<file path="src/hdl/smspi_consts.vh">
// Constants and register map of the serial module SPI core.
`ifndef SMSPI_CONSTS_VH
`define SMSPI_CONSTS_VH
`define SMSPI_ADDR_MODE 12'h000
`define SMSPI_ADDR_FMT 12'h004
`define SMSPI_ADDR_DATA 12'h008
`define SMSPI_MODE_RST 8'hE0
`define SMSPI_FMT_RST 8'h00
`define SMSPI_MODE_SEL_RST 3'h7
`define SMSPI_LIM_DIV4 6'h01
`define SMSPI_LIM_DIV16 6'h07
`define SMSPI_LIM_DIV64 6'h1F
`define SMSPI_LAST_HALF 4'hF
`define SMSPI_MODE_DIV4 3'h0
`define SMSPI_MODE_DIV16 3'h1
`define SMSPI_MODE_DIV64 3'h2
`define SMSPI_MODE_SUB 3'h3
`define SMSPI_MODE_TMR 3'h4
`define SMSPI_MODE_SLAVE 3'h5
`define SMSPI_MODE_I2C 3'h6
`define SMSPI_MODE_OFF 3'h7
`define SMSPI_MODE_HI 7
`define SMSPI_MODE_LO 5
`define SMSPI_BIT_EN 1
`define SMSPI_BIT_ICF 0
`define SMSPI_BIT_POL 5
`define SMSPI_BIT_EDGE 4
`define SMSPI_BIT_MSB 3
`define SMSPI_BIT_SELECT_PIN_ENABLE 2
`define SMSPI_BIT_WRITE_COLLISION_FLAG 1
`define SMSPI_BIT_TRF 0
`endif

</file>
<file path="src/hdl/smspi_tick.v">
// Serial clock tick generator: one enable pulse per half serial period.
`timescale 1ns/1ps
module smspi_tick #(
   parameter CW = 6
) (
   input wire pclk,
   input wire presetn,
   input wire run,
   input wire [2:0] mode,
   input wire sub_tick,
   input wire tmr_tick,
   output reg tick
);
`include "smspi_consts.vh"
   reg [CW-1:0] cnt_r;
   reg [CW-1:0] lim;
   // A full serial period is two ticks, so the count limit is half the divisor less one.
   always @* begin
      case (mode)
         `SMSPI_MODE_DIV4: lim = `SMSPI_LIM_DIV4;
         `SMSPI_MODE_DIV16: lim = `SMSPI_LIM_DIV16;
         default: lim = `SMSPI_LIM_DIV64;
      endcase
   end
   always @(posedge pclk or negedge presetn) begin
      if (!presetn) begin
         cnt_r <= {CW{1'b0}};
         tick <= 1'b0;
      end else if (!run) begin
         cnt_r <= {CW{1'b0}};
         tick <= 1'b0;
      end else if (mode == `SMSPI_MODE_SUB) begin
         tick <= sub_tick;
      end else if (mode == `SMSPI_MODE_TMR) begin
         // Each match flips the clock level, giving half the match rate.
         tick <= tmr_tick;
      end else if (cnt_r == lim) begin
         cnt_r <= {CW{1'b0}};
         tick <= 1'b1;
      end else begin
         cnt_r <= cnt_r + 1'b1;
         tick <= 1'b0;
      end
   end
endmodule

</file>
<file path="src/hdl/smspi_shift.v">
// Eight-bit shift engine with selectable bit order.
`timescale 1ns/1ps
module smspi_shift (
   input wire pclk,
   input wire presetn,
   input wire load,
   input wire [7:0] load_data,
   input wire sample,
   input wire shift,
   input wire msb_first,
   input wire sdi,
   output reg [7:0] data,
   output wire out_bit
);
   reg in_bit_r;
   // MSB first sends bit 7 and fills bit 0; LSB first is the mirror.
   assign out_bit = msb_first ? data[7] : data[0];
   always @(posedge pclk or negedge presetn) begin
      if (!presetn) begin
         data <= 8'h00;
         in_bit_r <= 1'b0;
      end else if (load) begin
         data <= load_data;
      end else begin
         if (sample)
            in_bit_r <= sdi;
         if (shift) begin
            if (msb_first)
               data <= {data[6:0], sample ? sdi : in_bit_r};
            else
               data <= {sample ? sdi : in_bit_r, data[7:1]};
         end
      end
   end
endmodule

</file>
<file path="src/hdl/smspi_core.v">
// Serial module SPI core: APB registers, master clocking and slave engine.
`timescale 1ns/1ps
module smspi_core (
   input wire pclk,
   input wire presetn,
   input wire psel,
   input wire penable,
   input wire pwrite,
   input wire [11:0] paddr,
   input wire [31:0] pwdata,
   output reg [31:0] prdata,
   output reg pready,
   output reg pslverr,
   input wire sub_tick,
   input wire tmr_tick,
   input wire sck_in,
   input wire sdi,
   input wire ss_in_n,
   output reg sck_out,
   output reg sck_oe,
   output reg sdo,
   output reg sdo_oe,
   output reg slave_select_n,
   output reg ss_oe
);
`include "smspi_consts.vh"
   reg [2:0] mode_r;
   reg [1:0] deb_r;
   reg en_r;
   reg icf_r;
   reg [1:0] fmt_hi_r;
   reg pol_r;
   reg edge_r;
   reg msb_r;
   reg select_pin_enable_r;
   reg write_collision_flag_r;
   reg trf_r;
   reg busy_r;
   reg [3:0] half_r;
   reg sck_lvl_r;
   reg sck_q_r;
   reg ss_q_r;
   reg fin_r;
   reg wr_load;
   wire [7:0] sh_data;
   wire sh_out;
   wire tick;
   wire master = mode_r <= `SMSPI_MODE_TMR;
   wire slave = mode_r == `SMSPI_MODE_SLAVE;
   wire spi_on = en_r && (master || slave);
   wire acc = psel && penable;
   // A write lands only at the edge that sees ready high, so it lands once.
   wire wr = acc && pready && pwrite;
   wire wr_mode = wr && paddr == `SMSPI_ADDR_MODE;
   wire wr_fmt = wr && paddr == `SMSPI_ADDR_FMT;
   wire wr_data = wr && paddr == `SMSPI_ADDR_DATA;
   wire mapped = paddr == `SMSPI_ADDR_MODE || paddr == `SMSPI_ADDR_FMT ||
                 paddr == `SMSPI_ADDR_DATA;
   // Clock idle level: pol 0 idles high, pol 1 idles low.
   wire idle_lvl = ~pol_r;
   // Whatever the idle level, edge bit set means capture on the leading edge.
   wire lead_cap = edge_r;
   wire m_tick = master && busy_r && tick;
   // In master mode the first half period captures when leading edge is
   // the capture edge; otherwise the second half does.
   wire m_lead = m_tick && !half_r[0];
   wire m_trail = m_tick && half_r[0];
   wire m_sample = lead_cap ? m_lead : m_trail;
   // With trailing capture the first bit already stands before the first
   // edge, so that edge must not shift; the last shift follows the frame.
   wire m_shift = lead_cap ? m_trail : m_lead && half_r != 4'h0;
   // Slave edges come from the external clock sampled on pclk.
   wire s_act = slave && spi_on && !(select_pin_enable_r && ss_in_n);
   wire s_rise = s_act && sck_in && !sck_q_r;
   wire s_fall = s_act && !sck_in && sck_q_r;
   wire s_cap = edge_r ? s_fall : s_rise;
   wire s_cap_x = pol_r ? (edge_r ? s_rise : s_fall) : s_cap;
   wire s_lead = s_rise | s_fall;
   wire s_shift = s_lead && !s_cap_x && (lead_cap || half_r != 4'h0);
   wire do_sample = m_sample | s_cap_x;
   wire do_shift = m_shift | s_shift | (fin_r && !lead_cap);
   // Master ends after 16 half periods; slave ends on its sixteenth edge.
   wire m_done = m_tick && half_r == `SMSPI_LAST_HALF;
   wire s_last = s_lead && half_r == `SMSPI_LAST_HALF;
   wire s_abort = slave && spi_on && select_pin_enable_r && ss_in_n && !ss_q_r &&
                  busy_r;
   wire done = m_done | s_last;
   wire collide = wr_data && busy_r;

   smspi_tick #(
      .CW(6)
   ) u_tick (
      .pclk(pclk),
      .presetn(presetn),
      .run(master && busy_r),
      .mode(mode_r),
      .sub_tick(sub_tick),
      .tmr_tick(tmr_tick),
      .tick(tick)
   );

   always @* begin
      wr_load = wr_data && !busy_r;
   end

   smspi_shift u_shift (
      .pclk(pclk),
      .presetn(presetn),
      .load(wr_load),
      .load_data(pwdata[7:0]),
      .sample(do_sample),
      .shift(do_shift),
      .msb_first(msb_r),
      .sdi(sdi),
      .data(sh_data),
      .out_bit(sh_out)
   );

   always @(posedge pclk or negedge presetn) begin
      if (!presetn) begin
         mode_r <= `SMSPI_MODE_SEL_RST;
         deb_r <= 2'h0;
         en_r <= 1'b0;
         icf_r <= 1'b0;
         fmt_hi_r <= 2'h0;
         pol_r <= 1'b0;
         edge_r <= 1'b0;
         msb_r <= 1'b0;
         select_pin_enable_r <= 1'b0;
         write_collision_flag_r <= 1'b0;
         trf_r <= 1'b0;
      end else begin
         if (wr_mode) begin
            mode_r <= pwdata[`SMSPI_MODE_HI:`SMSPI_MODE_LO];
            deb_r <= pwdata[3:2];
            en_r <= pwdata[`SMSPI_BIT_EN];
         end
         // The incomplete flag also sets the done flag, but a software
         // write of one to it does not.
         if (s_abort)
            icf_r <= 1'b1;
         else if (wr_mode)
            icf_r <= pwdata[`SMSPI_BIT_ICF];
         if (wr_fmt) begin
            fmt_hi_r <= pwdata[7:6];
            pol_r <= pwdata[`SMSPI_BIT_POL];
            edge_r <= pwdata[`SMSPI_BIT_EDGE];
            msb_r <= pwdata[`SMSPI_BIT_MSB];
            select_pin_enable_r <= pwdata[`SMSPI_BIT_SELECT_PIN_ENABLE];
         end
         if (collide)
            write_collision_flag_r <= 1'b1;
         else if (wr_fmt)
            write_collision_flag_r <= pwdata[`SMSPI_BIT_WRITE_COLLISION_FLAG];
         if (done || s_abort)
            trf_r <= 1'b1;
         else if (wr_fmt)
            trf_r <= pwdata[`SMSPI_BIT_TRF];
      end
   end

   always @(posedge pclk or negedge presetn) begin
      if (!presetn) begin
         busy_r <= 1'b0;
         half_r <= 4'h0;
         sck_q_r <= 1'b1;
         ss_q_r <= 1'b1;
         fin_r <= 1'b0;
      end else begin
         fin_r <= done;
         sck_q_r <= sck_in;
         ss_q_r <= ss_in_n;
         if (!spi_on || s_abort) begin
            busy_r <= 1'b0;
            half_r <= 4'h0;
         end else if (master) begin
            if (wr_load)
               busy_r <= 1'b1;
            else if (m_done)
               busy_r <= 1'b0;
            if (wr_load)
               half_r <= 4'h0;
            else if (m_tick)
               half_r <= half_r + 4'h1;
         end else begin
            // A slave is busy from its first clock edge to the last one.
            if (s_last)
               busy_r <= 1'b0;
            else if (s_lead)
               busy_r <= 1'b1;
            if (s_last)
               half_r <= 4'h0;
            else if (s_lead)
               half_r <= half_r + 4'h1;
         end
      end
   end

   always @(posedge pclk or negedge presetn) begin
      if (!presetn) begin
         sck_lvl_r <= 1'b1;
         sck_out <= 1'b1;
         sck_oe <= 1'b0;
         sdo <= 1'b0;
         sdo_oe <= 1'b0;
         slave_select_n <= 1'b1;
         ss_oe <= 1'b0;
      end else begin
         if (!(master && busy_r))
            sck_lvl_r <= idle_lvl;
         else if (m_tick)
            sck_lvl_r <= ~sck_lvl_r;
         sck_out <= sck_lvl_r;
         sck_oe <= spi_on && master;
         sdo <= sh_out;
         sdo_oe <= spi_on && (master || s_act);
         // A single select output; it stays low until one cycle after the
         // last clock edge, so the far side still sees its final edge
         // selected. It floats whenever its enable bit is clear.
         slave_select_n <= !(master && (busy_r || fin_r));
         ss_oe <= spi_on && master && select_pin_enable_r;
      end
   end

   always @(posedge pclk or negedge presetn) begin
      if (!presetn) begin
         prdata <= 32'h0000_0000;
         pready <= 1'b0;
         pslverr <= 1'b0;
      end else begin
         // One wait state: the answer is registered, ready on the next edge.
         pready <= psel && penable && !pready;
         pslverr <= psel && penable && !pready && !mapped;
         prdata <= 32'h0000_0000;
         if (psel && !pwrite) begin
            case (paddr)
               `SMSPI_ADDR_MODE:
                  prdata[7:0] <= {mode_r, 1'b0, deb_r, en_r, icf_r};
               `SMSPI_ADDR_FMT:
                  prdata[7:0] <= {fmt_hi_r, pol_r, edge_r, msb_r, select_pin_enable_r,
                                  write_collision_flag_r, trf_r};
               `SMSPI_ADDR_DATA:
                  prdata[7:0] <= sh_data;
               default:
                  prdata <= 32'h0000_0000;
            endcase
         end
      end
   end
endmodule

</file>
<file path="config.mk">
export PLATFORM = sky130hd
export DESIGN_NAME = smspi_core
export DESIGN_NICKNAME = d
export VERILOG_FILES = /design/src/hdl/smspi_tick.v /design/src/hdl/smspi_shift.v /design/src/hdl/smspi_core.v
export VERILOG_INCLUDE_DIRS = /design/src /design/src/hdl
export SDC_FILE = /design/constraint.sdc
export NUM_CORES = 1
export LEC_CHECK = 0
export BUFFER_PORTS_ARGS = -buffer_cell sky130_fd_sc_hd__buf_2
export CELL_PAD_IN_SITES_DETAIL_PLACEMENT = 0
export CELL_PAD_IN_SITES_GLOBAL_PLACEMENT = 1
export CORE_UTILIZATION = 40
export DETAILED_ROUTE_END_ITERATION = 8
export PLACE_DENSITY = 0.78
export SETUP_SLACK_MARGIN = 0.2
export SYNTH_ARGS = -nofsm -noshare
export SYNTH_HDL_FRONTEND = slang
export SYNTH_HIERARCHICAL = 1
export SYNTH_SLANG_ARGS = --single-unit
</file>
<file path="constraint.sdc">
create_clock -name pclk -period 2.85 [get_ports pclk]
set_input_delay 0.57 -clock pclk [delete_from_list [all_inputs] [get_ports pclk]]
set_output_delay 0.57 -clock pclk [all_outputs]
set_load 0.01 [all_outputs]
</file>
======== Yosys cells after proc, flatten, opt, wreduce, memory -nomap -nowiden ========
Index checks and enable logic that the tools add are counted.
storage, ports and cells
  register bits after elaboration ......... 56
  bits of input ports ..................... 54
  output and inout bits ................... 40
  logic and storage cells ................. 163
cells by class
  add/sub/neg operators ................... 2
  order comparisons ....................... 1
  eq/ne operators ......................... 13
  muxes and demuxes ....................... 41
  bitwise logic cells ..................... 7
  reduce and logical (&&, ||, !) cells .... 69
operator list
  cell                                                                     number
  1-bit logical AND                                                        37
  8-bit 2-to-1 mux                                                         4
  1-bit 2-to-1 mux                                                         25
  4-bit 2-to-1 mux                                                         6
  6-bit 2-to-1 mux                                                         4
  8-bit case mux with 3 select lines                                       1
  1-bit logical NOT                                                        13
  12-bit by 3-bit equality test with 1-bit output (second input constant)  1
  12-bit by 4-bit equality test with 1-bit output (second input constant)  1
  12-bit logical NOT                                                       1
  5-bit case mux with 2 select lines                                       1
  1-bit logical OR                                                         8
  4-bit by 1-bit != test with 1-bit output (second input constant)         2
  2-bit nonzero test                                                       4
  4-bit nonzero test                                                       2
  6-bit by 1-bit adder with 6-bit output (second input constant)           1
  3-bit equality test (second input constant)                              2
  6-bit by 5-bit equality test with 1-bit output                           1
  2-bit != test (second input constant)                                    3
  2-bit AND reduction                                                      3
  1-bit OR                                                                 5
  4-bit by 1-bit adder with 4-bit output (second input constant)           1
  4-bit equality test (second input constant)                              1
  3-bit by 1-bit equality test with 1-bit output (second input constant)   1
  other kinds (4)                                                          5

======== Logic depth before layout (Yosys ltp) ========
Gate-level depths: netlist (run 1).
  depth in word-level cells ............... 16
  depth in mapped cells ................... 11
  gate-level depth less buffers ........... 9

======== By module ========
The synthesis (run 1) kept the hierarchy.
by module, submodules not included
  module       instances  cells each  area each (um^2)  seq. area each (um^2)
  smspi_core   1          209         2212.1            1011.0
  smspi_shift  1          49          524.3             225.2
  smspi_tick   1          50          493.0             175.2

======== Worst setup path before layout (run 1) ========
No wires, ideal clock.
  path type ............................... register to register
  from .................................... register half_r[0]
  to ...................................... register u_shift.data[1]
  library setup time ...................... 0.064 ns
  arrival ................................. 1.912 ns
  required time ........................... 2.786 ns
  slack ................................... 0.874 ns
  stages on the path, launching flop included .. 12
  path buffers ............................ 2
  period minus slack after synthesis ...... 1.976 ns
  cells stage by stage .................... dfrtp_1 -> clkbuf_1 -> inv_1 -> ha_1 -> nor4b_1 -> nor2_1 -> a21oi_1 -> o22ai_1 -> buf_6 -> nor2_1 -> a211oi_1 -> a21o_1
between the ends
  longest elaborated chain between the ends .. 7
  elaborated cells on any way between the ends .. 11
  classes of those cells .................. mux: 1; bitwise: 2; reduce/logical: 8
ends and longest elaborated chain
  element                         line              source
  from (decl)                     smspi_core.v:39   reg [3:0] half_r;
  from (signal assigned)          smspi_core.v:184  half_r <= half_r + 4'h1;
  from (signal assigned)          smspi_core.v:194  half_r <= half_r + 4'h1;
  1-bit logical NOT               smspi_core.v:66   wire m_lead = m_tick && !half_r[0];
  1-bit logical AND               smspi_core.v:66
  1-bit logical AND               smspi_core.v:71   wire m_shift = lead_cap ? m_trail : m_lead && half_r != 4'h0;
  1-bit 2-to-1 mux                smspi_core.v:71
  1-bit OR * (2 in a row)         smspi_core.v:81   wire do_shift = m_shift | s_shift | (fin_r && !lead_cap);
  via do_shift                    smspi_core.v:81
  2-bit nonzero test (no line) *  -
  to (signal assigned)            smspi_shift.v:23  data <= load_data;
  to (signal assigned)            smspi_shift.v:29  data <= {data[6:0], sample ? sdi : in_bit_r};
  to (signal assigned)            smspi_shift.v:31  data <= {sample ? sdi : in_bit_r, data[7:1]};
  to (decl)                       smspi_shift.v:12  output reg [7:0] data,
Mark *: on every way through the listed nets, which the timed path passes. The rest lies on a longest branch.
A chain may end at the register's enable or synchronous reset.

======== Worst setup path in the final report (run 1) ========
  from .................................... register mode_r[0]
  to ...................................... register u_tick.cnt_r[3]
between the ends
  longest elaborated chain between the ends .. 7
  elaborated cells on any way between the ends .. 15
  classes of those cells .................. order compare: 1; eq/ne: 6; mux: 5; reduce/logical: 3
ends and longest elaborated chain
  element                                                                                     line              source
  from (decl)                                                                                 smspi_core.v:27   reg [2:0] mode_r;
  from (signal assigned)                                                                      smspi_core.v:121  mode_r <= `SMSPI_MODE_SEL_RST;
  from (signal assigned)                                                                      smspi_core.v:134  mode_r <= pwdata[`SMSPI_MODE_HI:`SMSPI_MODE_LO];
  3-bit by 1-bit equality test with 1-bit output / 3-bit logical NOT (equally long branches)  smspi_tick.v:19   case (mode)
  5-bit case mux with 2 select lines                                                          smspi_tick.v:19
  6-bit by 5-bit equality test with 1-bit output                                              smspi_tick.v:37   end else if (cnt_r == lim) begin
  6-bit 2-to-1 mux                                                                            smspi_tick.v:37
  6-bit 2-to-1 mux                                                                            smspi_tick.v:34   end else if (mode == `SMSPI_MODE_TMR) begin
  6-bit 2-to-1 mux                                                                            smspi_tick.v:32   end else if (mode == `SMSPI_MODE_SUB) begin
  6-bit 2-to-1 mux                                                                            smspi_tick.v:29   end else if (!run) begin
  to (signal assigned)                                                                        smspi_tick.v:30   cnt_r <= {CW{1'b0}};
  to (signal assigned)                                                                        smspi_tick.v:38   cnt_r <= {CW{1'b0}};
  to (signal assigned)                                                                        smspi_tick.v:41   cnt_r <= cnt_r + 1'b1;
  to (decl)                                                                                   smspi_tick.v:15   reg [CW-1:0] cnt_r;
Parallel ways exist; a longest one is shown, timed or not. The select of a mux whose other input is x is not followed.

==> qor.yml, run 1 <==
hold_viol_final: 0
grt_max_degree: 57
rows: 32
cp-end-kind: "flop"
port_buffers: 45
antenna_found_initial: 0
yosysTopAreaCellShare_pct: 37.19
drv_cap: 0
io_pins: 94
htreeDepth: 2
cts_tree: "built"
start_kind: "flop"
diodes: 0
dpl.hpwl_um: 4972
finalPower_mw: 1.361
final.min_clock_period_ns: 2.166
ys_ff_latch: 56
drc: 0
outcome: "finished, final reports clean"
yosysMostFrequentCell: "dfrtp_1"
hp-class: "in -> reg"
grt_pass1_wl_um: 11590
yosys-mux-area-fraction_pct: 11.43
cts-hold-fix-buffers: 0
die_area_um2: 8436
final_area_um2: 3560
ys_seq_area_share_pct: 43.70
numClockSinks: 56
synthAdderAreaFrac_pct: 1.162
place_congestion: 0.7995
cts_buffers: 5
avgSynthCellArea_um2: 10.48
clkTransAtPathRegs_ns: 0.11
synth-xor-area-share_pct: 1.085
syn_area_um2: 3229
die_w_um: 91.85
peakVddDrop_v: 0.0002107
synthSimpleGateAreaFrac_pct: 20.46
vias: 2401
p_per_area_nw_per_um2: 382.3
grt_pass1_vias: 2312
yosysTopAreaCell: "dfrtp_1"
tightest_slew_ns: 0.7127
required_ns: 3.05
core-area_um2: 7767
slew_viol_final: 0
grt_use_total_pct: 17.12
leakage_nw: 1.568
met3_usage_pct: 2.819
slew_headroom_pct: 52.49
ys.flop_type: "dfrtp_1"
synth_compound_area_share_pct: 13.87
final-setup-viol-count: 0
dpl_worst_slack_ns: 0.5221
min_period_over_period_pct: 76.00
grt_overflow: 0
async_flop_share_pct: 100.0
synth_edf_count: 0
die_h_um: 91.85
drt-total-wl_um: 6772
crit_type: "reg -> reg"
cts_setup_buffers: 0
routedWlPerCell_um: 14.82
netlist_top_cells_area: "dfrtp_1 (37%), dfstp_2 (6.5%), mux2i_1 (6.2%), buf_4 (5.6%), mux2_2 (4.5%)"
synth_top_family_by_area: "simple AND/OR/NAND/NOR gates"
met1_usage_pct: 23.97
nNetsFinal: 411
worstPathMaxFanout: 11
area_delta_synth_final_pct: 10.23
synthTopCellsByCount: "dfrtp_1 (48), nor2_1 (34), buf_4 (24), mux2i_1 (20), nand2_1 (17)"
stdcell_count: 457
dr.first_iter.drc_count: 77
met2_usage_pct: 27.61
fmax_mhz: 461.7
rsz0062_at_grt: "no"
setup_ws_ns: 0.6840
start_util_pct: 41.58
ys.warnings.count: 6
placed_cells: 449
root_buffer: "clkbuf_8"
drive_above_1_share_pct: 26.48
drt-vias-per-instance: 5.254
ys_types: 61
busiest_layer: "met2"
clockBufferDepth: 2
drt_pass1_iterations: 4
clock_skew_ns: 0.01262
placed_area_um2: 3468
postCtsResizedCells: 0
num-fill-cells: 800
setup_tns_ns: 0
ant_nets: 0
cp.arrival_ns: 2.37
worst_skew_pair.late_latency_ns: 0.31
synth_cells: 308
==> worst max-delay path: stages (launching register included) <==
cell     delay, ns
dfstp_2       0.46
o21ai_2       0.38
and2_1        0.38
inv_1         0.18
a21oi_2       0.25
nor4_1        0.09
a221o_1       0.30
==> layout make-up <==
type	count	area, um^2	share of cell area [%]
inverters	7	26.28	0.7381
repair buffers	50	262.8	7.381
clock buffers	5	68.82	1.933
clock inverters	3	22.52	0.6327
flip-flops and latches	56	1411	39.65
multi-input cells	234	1640	46.08
well taps	102	127.6	3.585
==> cells in the final DEF (no fill, tap or decap), types with 6 or more instances in the layout <==
master | Yosys | layout
a211oi_1 | 6 | 6
buf_2 | 4 | 45
nand3_1 | 6 | 6
nor2_1 | 34 | 34
a21oi_1 | 15 | 15
inv_1 | 7 | 7
nand2_1 | 17 | 17
mux2i_1 | 20 | 20
dfstp_2 | 8 | 8
a21o_1 | 6 | 6
dfrtp_1 | 48 | 48
mux2_2 | 13 | 13
conb_1 | 1 | 24
==> power breakdown <==
part	total [mW]	switching, mW	internal, mW	leakage, nW
Clock	0.454	0.277	0.177	0.0485
Combinational	0.102	0.0679	0.0341	0.821
Sequential	0.804	0.00347	0.801	0.699
Total	1.36	0.349	1.01	1.57
==> through the flow <==
stage / utilization (%) / hold WS [ns]
6_report: 45.83 / 0.3655
5_1_grt: 45.83 / 0.3556
4_1_cts: 45.83 / 0.3593
3_5_place_dp: 44.65 / 0.3642
3_3_place_gp: 44.65 / 0.3650
2_1_floorplan: - / 0.2744
==> final timing paths <==
check / start / endpoint / slack (ns) / cells after the start
worst min register to register: sck_lvl_r / sck_out / 0.38 / 0
min in group asynchronous: presetn / sck_oe / 0.39 / 2
max in group asynchronous: presetn / u_shift/in_bit_r / 2.00 / 2
worst max-delay path: mode_r[0] / u_tick/cnt_r[3] / 0.68 / 6
worst min-delay path: sck_in / sck_q_r / 0.37 / 1
worst max register to register: mode_r[0] / u_tick/cnt_r[3] / 0.68 / 6
==> cell families (layout without fill, tap and decap cells) <==
kind of cell | Yosys count | after routing
and+or+nand+nor | 107 | 107
AOI/OAI and AO/OA | 61 | 61
DFF | 56 | 56
buffers and inverters | 41 | 65
muxes | 35 | 35
xor gates and xnor gates | 4 | 4
adders and majority gates | 3 | 3
other | 1 | 24
==> flip-flops by register name (all words and copies together) (netlist names), 2 cells and up <==
register      cells
mode_r            3
prdata            8
u_tick/cnt_r      6
u_shift/data      8
fmt_hi_r          2
deb_r             2
half_r            4
==> routing by layer <==
metal / share of wire, % / vias to the layer above
li1: - / 1164
met1: 48 / 1171
met2: 47 / 62
met3: 4.7 / 4
met4: 0.77 / 0
met5: 0 / -
No activity file was read; power rests on OpenSTA's default activity.
==> run 2: changes to the inputs <==
- clock period: 2.85 -> 2.05 ns (I/O delays scaled with it)
==> run 2 against run 1 <==
  * Global-route usage increased by 0.43 points
  * Die area unchanged
  * Cell count increased by 3.9%
  * Critical endpoint is now u_shift/data[6]
  * Largest cell class unchanged
  * Highest routed layer unchanged
==> qor.yml, run 2 (synthesized netlist as in run 1, its figures left out) <==
outcome: "finished, final reports clean"
finalPower_mw: 1.917
final-setup-viol-count: 0
drc: 0
fmax_mhz: 532.3
cts-hold-fix-buffers: 0
place_congestion: 0.7859
numClockSinks: 56
worstPathMaxFanout: 15
final_common_cell: "dfrtp_1"
ant_nets: 0
cts_tree: "built"
dpl_worst_slack_ns: 0.07820
clock_skew_ns: 0.008335
dr.first_iter.drc_count: 84
rows: 32
vias: 2463
final_area_um2: 3872
grt_max_degree: 57
slew_headroom_pct: 65.96
rsz0062_at_grt: "yes"
htreeDepth: 2
drive_above_1_share_pct: 34.85
cp.arrival_ns: 2.09
dpl.hpwl_um: 5128
crit_type: "reg -> reg"
cts_buffers: 5
hold_viol_final: 0
drt-total-wl_um: 7092
clkTransAtPathRegs_ns: 0.10
setup_tns_ns: 0
stdcell_count: 475
required_ns: 2.26
nNetsFinal: 429
clockBufferDepth: 2
p_per_area_nw_per_um2: 495.1
drv_cap: 0
antenna_found_initial: 0
leakage_nw: 1.712
setup_ws_ns: 0.1714
timing.hold.ws_ns: 0.07621
worst_skew_pair.late_latency_ns: 0.31
area_delta_synth_final_pct: 19.91
port_buffers: 45
root_buffer: "clkbuf_8"
final.min_clock_period_ns: 1.879
grt_pass1_vias: 2346
min_period_over_period_pct: 91.64
die_h_um: 91.85
grt_pass1_wl_um: 11670
routedWlPerCell_um: 14.93
num-fill-cells: 725
peakVddDrop_v: 0.0002437
final_util_pct: 49.86
placed_area_um2: 3618
die_w_um: 91.85
diodes: 0
drt-vias-per-instance: 5.185
placed_cells: 458
cp-end-kind: "flop"
grt_use_total_pct: 17.54
grt_overflow: 0
top_regs: "prdata x8, u_shift/data x8, u_tick/cnt_r x6"
final_cell_mix: "dfrtp_1 (47), buf_2 (45), nor2_1 (30)"
start_kind: "flop"
drt_pass1_iterations: 4
core-area_um2: 7767
tightest_slew_ns: 0.5035
die_area_um2: 8436
slew_viol_final: 0
hp-class: "in -> async"
io_pins: 94
start_util_pct: 41.58
[run 2: changes by cell type in the layout (fill, tap and decap cells not counted), moves of 2 or more]
cell      before  now
buf_4          5   18
buf_12         0    5
nor2_1        34   30
a211oi_1       6    3
a211oi_2       0    3
nor2_2         0    3
mux2_2        13   11
mux2_4         0    2
[run 2: what timing repair did]
item / CTS / global route
gates resized for setup: 5 / 16
pin swaps: 1 / 4
buffers inserted: 8 / 1
endpoints found under the setup margin: 10 / 14
[run 2: path summary, 6_finish.rpt]
path	startpoint	endpoint	slack [ns]	depth (start not counted)
setup / recovery	edge_r	u_shift/data[6]	0.17	9
hold / removal	presetn	half_r[2]	0.08	2
setup reg to reg	edge_r	u_shift/data[6]	0.17	9
hold reg to reg	sck_lvl_r	sck_out	0.38	0
max in group asynchronous	presetn	ss_q_r	1.67	2
min in group pclk	sck_in	sck_q_r	0.21	1
[run 2: cell type report]
type,instances,area (um^2),share of cell area [%]
inverter,7,26.28,0.6785
tap,102,127.6,3.296
sequential,56,1413,36.48
clock buffer,6,82.58,2.132
multi-input combinational,234,1749,45.17
clock inverter,2,13.76,0.3554
timing repair buffer,68,460.4,11.89
[run 2: layer usage]
layer  global-route usage (%)  vias up  wire, um
li1                         -     1198         -
met3                    2.985        4       305
met1                    23.57     1200      3227
met4                    4.688        0        56
met2                    29.23       61      3503
met5                        0        -         0
[run 2: report_power, final]
part / total [mW] / switching [mW] / internal, mW / leakage [nW]
combinational: 0.149 / 0.0971 / 0.0520 / 0.963
clock: 0.650 / 0.372 / 0.277 / 0.0516
sequential: 1.12 / 0.00522 / 1.11 / 0.697
total: 1.92 / 0.474 / 1.44 / 1.71
[run 2: worst max-delay path, stage by stage (launching register included)]
cell	delay [ns]
dfrtp_2	0.50
xnor2_4	0.21
mux2i_1	0.22
nor2_1	0.08
a31oi_1	0.17
o22ai_2	0.13
buf_12	0.17
nor2_2	0.12
a211oi_2	0.04
a21o_1	0.15
